--- config.mk ---
export PLATFORM = sky130hd
export DESIGN_NAME = icache_attr_control
export DESIGN_NICKNAME = d
export VERILOG_FILES = /design/src/core/icache_attr_pkg.sv /design/src/core/icache_attr_control.sv
export SDC_FILE = /design/constraint.sdc
export NUM_CORES = 1
export LEC_CHECK = 0
export BUFFER_PORTS_ARGS = -buffer_cell sky130_fd_sc_hd__buf_4
export CAP_MARGIN = 20
export CORE_ASPECT_RATIO = 1.2
export CORE_MARGIN = 3
export CORE_UTILIZATION = 45
export DETAILED_ROUTE_END_ITERATION = 10
export GPL_TIMING_DRIVEN = 0
export PLACE_DENSITY_LB_ADDON = 0.05
export SLEW_MARGIN = 15
export SYNTH_ARGS = -nofsm -noshare
export SYNTH_HDL_FRONTEND = slang
export SYNTH_SLANG_ARGS = --single-unit
export TNS_END_PERCENT = 5
--- constraint.sdc ---
create_clock -name clk -period 2.45 [get_ports clk]
set_input_delay 0.735 -clock clk [delete_from_list [all_inputs] [get_ports clk]]
set_output_delay 0.735 -clock clk [all_outputs]
set_load 0.02 [all_outputs]
--- src/core/icache_attr_pkg.sv ---
// constants for the instruction cache control and attribute block
package icache_attr_pkg;

	// -------------------------------------------------------------------
	// control register numbers
	// -------------------------------------------------------------------
	localparam logic [11:0] CACHE_CTRL_IDX = 12'h002;
	localparam logic [11:0] REGION0_IDX = 12'h004;
	localparam logic [11:0] REGION1_IDX = 12'h005;

	// -------------------------------------------------------------------
	// cache control fields
	// -------------------------------------------------------------------
	localparam int CACHE_ON_BIT = 31;
	localparam int LINE_INVAL_OFF_BIT = 28;
	localparam int FREEZE_LINES_BIT = 27;
	localparam int FLUSH_ALL_BIT = 24;
	localparam int UNCACHED_BURST_BIT = 10;
	localparam int DEF_NO_CACHE_BIT = 9;
	localparam int DEF_POSTED_BIT = 8;
	localparam int DEF_WRITE_LOCK_BIT = 5;
	localparam int FILL_SIZE_LSB = 0;
	// bits that hold state; flush_all is an action and never stored
	localparam logic [31:0] CACHE_CTRL_MASK = 32'h9800_0723;
	localparam logic [31:0] CACHE_CTRL_RESET = 32'h0000_0000;

	// -------------------------------------------------------------------
	// region register fields
	// -------------------------------------------------------------------
	localparam int REGION_BASE_LSB = 24;
	localparam int IGNORE_MASK_LSB = 16;
	localparam int REGION_ON_BIT = 15;
	localparam int PRIV_SEL_LSB = 13;
	localparam int REGION_NO_CACHE_BIT = 6;
	localparam int REGION_POSTED_BIT = 5;
	localparam int REGION_WRITE_LOCK_BIT = 2;
	localparam logic [31:0] REGION_MASK = 32'hffff_e064;
	localparam logic [31:0] REGION_RESET = 32'h0000_0000;

	// -------------------------------------------------------------------
	// privilege select and fetch size codes
	// -------------------------------------------------------------------
	localparam logic [1:0] PRIV_USER = 2'h0;
	localparam logic [1:0] PRIV_SUPER = 2'h1;
	localparam logic [1:0] FILL_LW_LAST = 2'h0;
	localparam logic [1:0] FILL_LW_UPPER = 2'h1;

	typedef enum logic [1:0] {
		SIZE_WORD,
		SIZE_LONG,
		SIZE_LINE
	} fetch_size_t;

	// -------------------------------------------------------------------
	// whole-cache invalidation sequence: one tag entry per cycle
	// -------------------------------------------------------------------
	localparam int TAG_ENTRIES = 32;
	localparam int TAG_INDEX_LSB = 4;

endpackage : icache_attr_pkg

--- src/core/icache_attr_control.sv ---
// cache control, region attribute matching and invalidation sequencing
`timescale 1ns/100ps

module icache_attr_control #(
	parameter int ENTRIES = icache_attr_pkg::TAG_ENTRIES
) (
	// clock and reset
	input wire logic clk,
	input wire logic nrst,
	// processor control register writes
	input wire logic cpu_wr,
	input wire logic [11:0] cpu_idx,
	input wire logic [31:0] cpu_wdata,
	// debug module register access
	input wire logic dbg_wr,
	input wire logic dbg_rd,
	input wire logic [11:0] dbg_idx,
	input wire logic [31:0] dbg_wdata,
	output logic [31:0] dbg_rdata,
	output logic dbg_rvalid,
	// single line invalidation request
	input wire logic push_req,
	input wire logic [31:0] push_addr,
	// tag array invalidation port
	output logic tag_inval,
	output logic [$clog2(ENTRIES)-1:0] tag_inval_idx,
	output logic flush_busy,
	// instruction fetch decision
	input wire logic fetch_req,
	input wire logic [31:0] fetch_addr,
	input wire logic fetch_seq,
	input wire logic fetch_super,
	input wire logic fetch_sram,
	input wire logic target_valid,
	output logic fetch_stall,
	output logic fetch_done,
	output icache_attr_pkg::fetch_size_t fetch_size,
	output logic array_read_en,
	output logic fill_buf_load,
	output logic array_write_ok,
	// operand reference attributes
	input wire logic ref_req,
	input wire logic [31:0] ref_addr,
	input wire logic ref_super,
	input wire logic ref_write,
	input wire logic ref_sram,
	output logic attr_valid,
	output logic attr_no_cache,
	output logic attr_posted,
	output logic attr_hold_term,
	output logic attr_access_err
);
	import icache_attr_pkg::*;

	localparam int IW = $clog2(ENTRIES);

	// -------------------------------------------------------------------
	// parameter check
	// -------------------------------------------------------------------
	// the index comes from address bits [8:4], so only 32 entries fit
	if (ENTRIES != TAG_ENTRIES) begin : g_bad_entries
		$error("ENTRIES must equal the five-bit line index range");
	end

	// -------------------------------------------------------------------
	// register state
	// -------------------------------------------------------------------
	logic [31:0] cache_control_reg;
	logic [31:0] attr_region_reg0;
	logic [31:0] attr_region_reg1;
	logic [31:0] cache_control_next;
	logic [31:0] attr_region0_next;
	logic [31:0] attr_region1_next;
	logic [IW-1:0] flush_cnt_reg;
	logic flush_busy_reg;

	// debug wins when both masters write in the same cycle
	wire wr_any = dbg_wr | cpu_wr;
	wire [11:0] wr_idx = dbg_wr ? dbg_idx : cpu_idx;
	wire [31:0] wr_data = dbg_wr ? dbg_wdata : cpu_wdata;
	wire wr_ctrl = wr_any && (wr_idx == CACHE_CTRL_IDX);
	wire wr_reg0 = wr_any && (wr_idx == REGION0_IDX);
	wire wr_reg1 = wr_any && (wr_idx == REGION1_IDX);
	wire flush_start = wr_ctrl && wr_data[FLUSH_ALL_BIT];

	// -------------------------------------------------------------------
	// register write decode; reserved and action bits are never stored
	// -------------------------------------------------------------------
	assign cache_control_next = wr_ctrl ? (wr_data & CACHE_CTRL_MASK)
		: cache_control_reg;
	assign attr_region0_next = wr_reg0 ? (wr_data & REGION_MASK)
		: attr_region_reg0;
	assign attr_region1_next = wr_reg1 ? (wr_data & REGION_MASK)
		: attr_region_reg1;

	// control registers, all cleared by reset
	always_ff @(posedge clk or negedge nrst) begin
		if (!nrst) begin
			cache_control_reg <= CACHE_CTRL_RESET;
			attr_region_reg0 <= REGION_RESET;
			attr_region_reg1 <= REGION_RESET;
		end else begin
			cache_control_reg <= cache_control_next;
			attr_region_reg0 <= attr_region0_next;
			attr_region_reg1 <= attr_region1_next;
		end
	end

	// -------------------------------------------------------------------
	// field views
	// -------------------------------------------------------------------
	wire cache_on = cache_control_reg[CACHE_ON_BIT];
	wire line_inval_off = cache_control_reg[LINE_INVAL_OFF_BIT];
	wire freeze_lines = cache_control_reg[FREEZE_LINES_BIT];
	wire uncached_burst_on = cache_control_reg[UNCACHED_BURST_BIT];
	wire default_no_cache = cache_control_reg[DEF_NO_CACHE_BIT];
	wire default_posted_write = cache_control_reg[DEF_POSTED_BIT];
	wire default_write_lock = cache_control_reg[DEF_WRITE_LOCK_BIT];
	wire [1:0] fill_size_ctl = cache_control_reg[FILL_SIZE_LSB +: 2];

	// -------------------------------------------------------------------
	// debug read port: registered data, one-cycle valid
	// -------------------------------------------------------------------
	// unknown register numbers read as zero rather than stale data
	wire [31:0] rd_mux = (dbg_idx == CACHE_CTRL_IDX) ? cache_control_reg
		: (dbg_idx == REGION0_IDX) ? attr_region_reg0
		: (dbg_idx == REGION1_IDX) ? attr_region_reg1
		: 32'h0000_0000;

	always_ff @(posedge clk or negedge nrst) begin
		if (!nrst) begin
			dbg_rdata <= 32'h0000_0000;
			dbg_rvalid <= 1'b0;
		end else begin
			dbg_rdata <= dbg_rd ? rd_mux : dbg_rdata;
			dbg_rvalid <= dbg_rd;
		end
	end

	// -------------------------------------------------------------------
	// invalidation sequencer
	// -------------------------------------------------------------------
	// a push during a flush is dropped: the flush clears that entry anyway
	wire push_go = push_req && !line_inval_off && !flush_busy_reg;
	wire flush_last = flush_busy_reg && (flush_cnt_reg == IW'(ENTRIES - 1));

	// walk every tag entry, one per cycle
	always_ff @(posedge clk or negedge nrst) begin
		if (!nrst) begin
			flush_busy_reg <= 1'b0;
			flush_cnt_reg <= '0;
		end else begin
			flush_busy_reg <= flush_start | (flush_busy_reg & !flush_last);
			flush_cnt_reg <= flush_busy_reg ? flush_cnt_reg + 1'b1
				: '0;
		end
	end

	// invalidation strobe toward the tag array
	always_ff @(posedge clk or negedge nrst) begin
		if (!nrst) begin
			tag_inval <= 1'b0;
			tag_inval_idx <= '0;
		end else begin
			tag_inval <= flush_busy_reg | push_go;
			tag_inval_idx <= flush_busy_reg ? flush_cnt_reg
				: push_addr[TAG_INDEX_LSB +: IW];
		end
	end

	assign flush_busy = flush_busy_reg;

	// -------------------------------------------------------------------
	// region matching
	// -------------------------------------------------------------------
	function automatic logic region_hit(input logic [31:0] r,
		input logic [31:0] a, input logic super_mode);
		logic [7:0] diff;
		logic priv_ok;
		diff = (a[31:24] ^ r[REGION_BASE_LSB +: 8])
			& ~r[IGNORE_MASK_LSB +: 8];
		priv_ok = r[PRIV_SEL_LSB + 1]
			| ((r[PRIV_SEL_LSB +: 2] == PRIV_SUPER) == super_mode);
		region_hit = r[REGION_ON_BIT] && priv_ok && (diff == 8'h00);
	endfunction : region_hit

	// pick attributes by priority: region 0, region 1, then defaults
	function automatic logic [2:0] eff_attr(input logic h0, input logic h1,
		input logic [31:0] r0, input logic [31:0] r1, input logic [2:0] dflt);
		logic [31:0] r;
		r = h0 ? r0 : r1;
		eff_attr = (h0 | h1) ? {r[REGION_NO_CACHE_BIT], r[REGION_POSTED_BIT],
			r[REGION_WRITE_LOCK_BIT]} : dflt;
	endfunction : eff_attr

	wire [2:0] dflt_attr = {default_no_cache, default_posted_write,
		default_write_lock};
	wire ref_hit0 = region_hit(attr_region_reg0, ref_addr, ref_super);
	wire ref_hit1 = region_hit(attr_region_reg1, ref_addr, ref_super);
	wire [2:0] ref_attr = eff_attr(ref_hit0, ref_hit1, attr_region_reg0,
		attr_region_reg1, dflt_attr);
	wire fet_hit0 = region_hit(attr_region_reg0, fetch_addr, fetch_super);
	wire fet_hit1 = region_hit(attr_region_reg1, fetch_addr, fetch_super);
	wire [2:0] fet_attr = eff_attr(fet_hit0, fet_hit1, attr_region_reg0,
		attr_region_reg1, dflt_attr);

	// -------------------------------------------------------------------
	// operand reference attributes, answered the cycle after the request
	// -------------------------------------------------------------------
	wire ref_eval = ref_req && !ref_sram;

	always_ff @(posedge clk or negedge nrst) begin
		if (!nrst) begin
			attr_valid <= 1'b0;
			attr_no_cache <= 1'b0;
			attr_posted <= 1'b0;
			attr_hold_term <= 1'b0;
			attr_access_err <= 1'b0;
		end else begin
			attr_valid <= ref_eval;
			attr_no_cache <= ref_eval & ref_attr[2];
			attr_posted <= ref_eval & ref_write & ref_attr[1] & !ref_attr[0];
			attr_hold_term <= ref_eval & ref_write & !ref_attr[1]
				& !ref_attr[0];
			attr_access_err <= ref_eval & ref_write & ref_attr[0];
		end
	end

	// -------------------------------------------------------------------
	// instruction fetch decision
	// -------------------------------------------------------------------
	// fetches wait while the flush walks the tag array
	assign fetch_stall = fetch_req & flush_busy_reg;
	wire fet_go = fetch_req && !flush_busy_reg && !fetch_sram;
	wire fet_cacheable = cache_on && !fet_attr[2];
	wire [1:0] lw_off = fetch_addr[3:2];
	wire table_long = ((fill_size_ctl == FILL_LW_LAST) && (lw_off == 2'h3))
		|| ((fill_size_ctl == FILL_LW_UPPER) && lw_off[1]);
	wire use_table = fet_cacheable || (cache_on && uncached_burst_on);
	wire odd_branch = !fetch_seq && fetch_addr[1];
	fetch_size_t size_sel;
	assign size_sel = !cache_on ? (odd_branch ? SIZE_WORD : SIZE_LONG)
		: !use_table ? SIZE_LONG
		: table_long ? SIZE_LONG : SIZE_LINE;
	// a frozen valid entry is never replaced; an invalid one may be
	wire wr_ok = fet_cacheable && !(freeze_lines && target_valid);

	always_ff @(posedge clk or negedge nrst) begin
		if (!nrst) begin
			fetch_done <= 1'b0;
			fetch_size <= SIZE_LONG;
			array_read_en <= 1'b0;
			fill_buf_load <= 1'b0;
			array_write_ok <= 1'b0;
		end else begin
			fetch_done <= fet_go;
			fetch_size <= fet_go ? size_sel : fetch_size;
			array_read_en <= fet_go & cache_on;
			fill_buf_load <= fet_go & use_table;
			array_write_ok <= fet_go & wr_ok;
		end
	end
endmodule : icache_attr_control

==> flow_metrics.py <==
metrics = {
    "timing": {
        "skew_ns": 0.00765,
        "rsz0062_at_grt": "no",
        "hold_viol": 0,
        "worst_slack_ns": 0.119,
        "fmax_mhz": 429,
        "min_period_ns": 2.33,
        "period_share_pct": 95.2,
        "tns_ns": 0,
        "worst_pin_slew_ns": 1.01,
        "setup_viol": 0,
        "relSlewSlack_pct": 32.8,
        "holdWs_ns": 0.500,
        "report.final.slew_viol_count": 0,
    },
    "grt": {
        "overflow": 0,
        "grt_util_all_layers_pct": 24.6,
        "antenna_found_initial": 0,
        "grt_pass1_wl_um": 23100,
        "grt_pass1_vias": 4348,
        "grt_max_degree": 105,
    },
    "worst_setup_path": {
        "end_kind": "flop",
        "criticalPathCategory": "in2reg",
        "cpPeakStageDelay_ns": 0.54,
        "rrSetupSlack_ns": 0.41,
        "r2r_cells": 6,
        "r2r-end": "attr_access_err$_DFF_PN0_",
        "cp-start-kind": "input pin",
        "worst_path_max_delay_cell": "or4_1",
        "cp-endpoint": "attr_region_reg0[24]$_DFFE_PN0P_",
        "worst-path-max-fanout": 10,
        "startpoint": "cpu_idx[8]",
        "path_cells": "buf_4, or4_1, nor3_2, a2bb2oi_2, nor3_4, buf_2, a21oi_1",
        "cp.arrival_ns": 2.54,
        "r2r_start": "attr_region_reg0[28]$_DFFE_PN0P_",
        "cp.required_ns": 2.66,
    },
    "placed_design": {
        "dp_hpwl_um": 11900,
        "place_area_mm2": 0.00644,
        "place.gp.congestion": 0.941,
        "post-place-ws_ns": -0.482,
        "port_buffers": 162,
    },
    "clock_network": {
        "cts_hold_buf": 0,
        "h-tree-depth": 3,
        "clock-sinks": 104,
        "cts_buffer_depth": 2,
        "cts_tree": "built",
        "clk_pin_slew_ns": 0.07,
        "cts-root-buf": "clkbuf_16",
        "cts-buffers-inserted": 9,
        "insertion_delay_ns": 0.34,
    },
    "layout": {
        "nNetsFinal": 881,
        "final_design_area_no_fill_mm2": 0.00678,
        "n_fill_cell": 927,
        "layout_common_cells": "buf_4 (166), dfrtp_1 (103), nor2_1 (86)",
        "final_common_cell": "buf_4",
        "top_regs": "dbg_rdata x27, attr_region_reg0 x22, attr_region_reg1 x22",
        "largest_register_ffs": 27,
        "multi_input_area_mm2": 0.00224,
        "n_antenna_cell": 0,
        "drive_above_1_share_pct": 31.2,
        "seq_area_mm2": 0.00260,
        "top_register": "dbg_rdata",
        "area_delta_synth_final_pct": 34.4,
    },
    "synth": {
        "avgSynthCellArea_um2": 10.0,
        "synth_edf_count": 0,
        "syn_area_mm2": 0.00504,
        "ys_seq_elements": 104,
        "ys_seq_area_share_pct": 51.7,
        "synth_cells": 503,
        "yosys_warnings": 0,
        "async_reset_ff_share_pct": 100,
        "yosysUniqueCellTypes": 49,
        "synth_flop_cell": "dfrtp_1",
    },
    "pwr": {
        "p_leak_nw": 3.24,
        "finalPower_mw": 3.78,
        "vdd_drop_max_mv": 0.367,
        "p_per_area_mw_per_mm2": 558,
    },
    "routing": {
        "route.detailed.drc": 0,
        "first_pass_iters": 5,
        "wl_per_cell_um": 18.9,
        "via_count": 4449,
        "vias_per_cell": 5.47,
        "drtIter0Drc": 252,
        "wirelength_um": 15400,
        "ant_nets": 0,
    },
    "outcome": {
        "status": "complete, no violations",
    },
    "run": {
        "maxCapViolCount": 0,
    },
    "floorplan": {
        "io_pins": 251,
        "row_count": 41,
        "fp.coreArea_mm2": 0.0107,
        "die_w_um": 103,
        "die-area_mm2": 0.0125,
        "fp.dieH_um": 122,
        "initial_core_util_pct": 47.0,
    },
    "worst_hold_path": {
        "hp-class": "reg2reg",
    },
}
-- critical path, delay by kind of cell --
| family | cells | cell delay (ns) |
|---|---|---|
| AND/OR/NAND/NOR | 3 | 1.09 |
| AO/OA/AOI/OAI | 2 | 0.25 |
| buffers and inverters | 2 | 0.46 |
-- synth_stat cells (2+ instances only) --
cell	count	area share [%]
nand2_1	4	0.30
nand3b_1	2	0.30
mux2i_1	27	5.4
xnor2_1	37	6.4
nor3_4	3	0.97
clkbuf_1	10	0.74
nor2b_1	2	0.25
ha_1	2	0.50
a31oi_1	4	0.50
nor3_1	5	0.50
nor3b_1	2	0.30
or3_1	3	0.37
mux2_2	5	1.1
nor4_1	4	0.50
o22ai_1	15	1.9
o21ai_0	15	1.5
inv_1	16	1.2
nand3_1	14	1.4
a21oi_1	77	7.6
a22oi_1	18	2.7
buf_6	5	1.1
dfrtp_1	103	51
nor2_1	86	6.4
buf_4	5	0.74
and2_1	3	0.37
and3_1	2	0.25
a222oi_1	4	0.79
or2_2	2	0.25
buf_2	8	0.79
-- final cells by class --
| cell class | count | share of cell area, % |
|---|---|---|
| clock buffers | 10 | 3.38 |
| inverters | 16 | 0.886 |
| repair buffers | 162 | 18.0 |
| well taps | 129 | 2.38 |
| clock inverters | 6 | 1.09 |
| flip-flops and latches | 104 | 38.4 |
| plain buffers | 29 | 2.73 |
| multi-input cells | 358 | 33.1 |
-- power by group --
group | leakage (nW) | switching (mW) | internal (mW) | total [mW]
Clock | 0.142 | 0.659 | 0.808 | 1.47
Sequential | 1.40 | 0.0342 | 1.76 | 1.80
Combinational | 1.70 | 0.256 | 0.257 | 0.514
-- worst min path at each step --
| stage | cells after the start | to | slack [ns] | start |
|---|---|---|---|---|
| 2_1_floorplan | 0 | array_read_en$_DFF_PN0_ | 0.44 | nrst |
| 3_3_place_gp | 1 | flush_cnt_reg[0]$_DFF_PN0_ | 0.48 | flush_cnt_reg[0]$_DFF_PN0_ |
| 3_5_place_dp | 1 | flush_cnt_reg[0]$_DFF_PN0_ | 0.49 | flush_cnt_reg[0]$_DFF_PN0_ |
| 4_1_cts | 1 | dbg_rvalid$_DFF_PN0_ | 0.50 | dbg_rd |
| 5_1_grt | 1 | dbg_rvalid$_DFF_PN0_ | 0.50 | dbg_rd |
| 6_report | 1 | flush_cnt_reg[0]$_DFF_PN0_ | 0.50 | flush_cnt_reg[0]$_DFF_PN0_ |
-- layer usage --
layer  up-vias  track usage [%]  share of wire (%)
met3        26             4.12                6.7
met4         0             9.68                2.5
met1      2116             31.9                 41
met5         -                0                  0
li1       2121                -                  -
met2       186             40.8                 50
-- timing repair --
action,CTS,global route
buffers inserted,0,0
gates resized for setup,3,8
pin swaps,0,1
endpoints found under the setup margin,11,34
-- stage by stage --
step | utilization (%) | std cells
after floorplan | - | 507
after global placement | 60.0 | 798
after detailed placement | 60.0 | 798
after CTS | 63.1 | 814
after global routing | 63.2 | 814
final | 63.2 | 814
-- logic make-up after synthesis --
group / Yosys count / synth area share (%)
other cells: 1 / 0.0744
fa+ha+maj: 2 / 0.496
mux: 32 / 6.48
xor+xnor: 38 / 6.60
simple gates: 137 / 13.1
flops: 104 / 51.7
compound gates: 144 / 17.0
buf+inv: 45 / 4.67
Note: power is estimated with default switching activity, not from simulation.
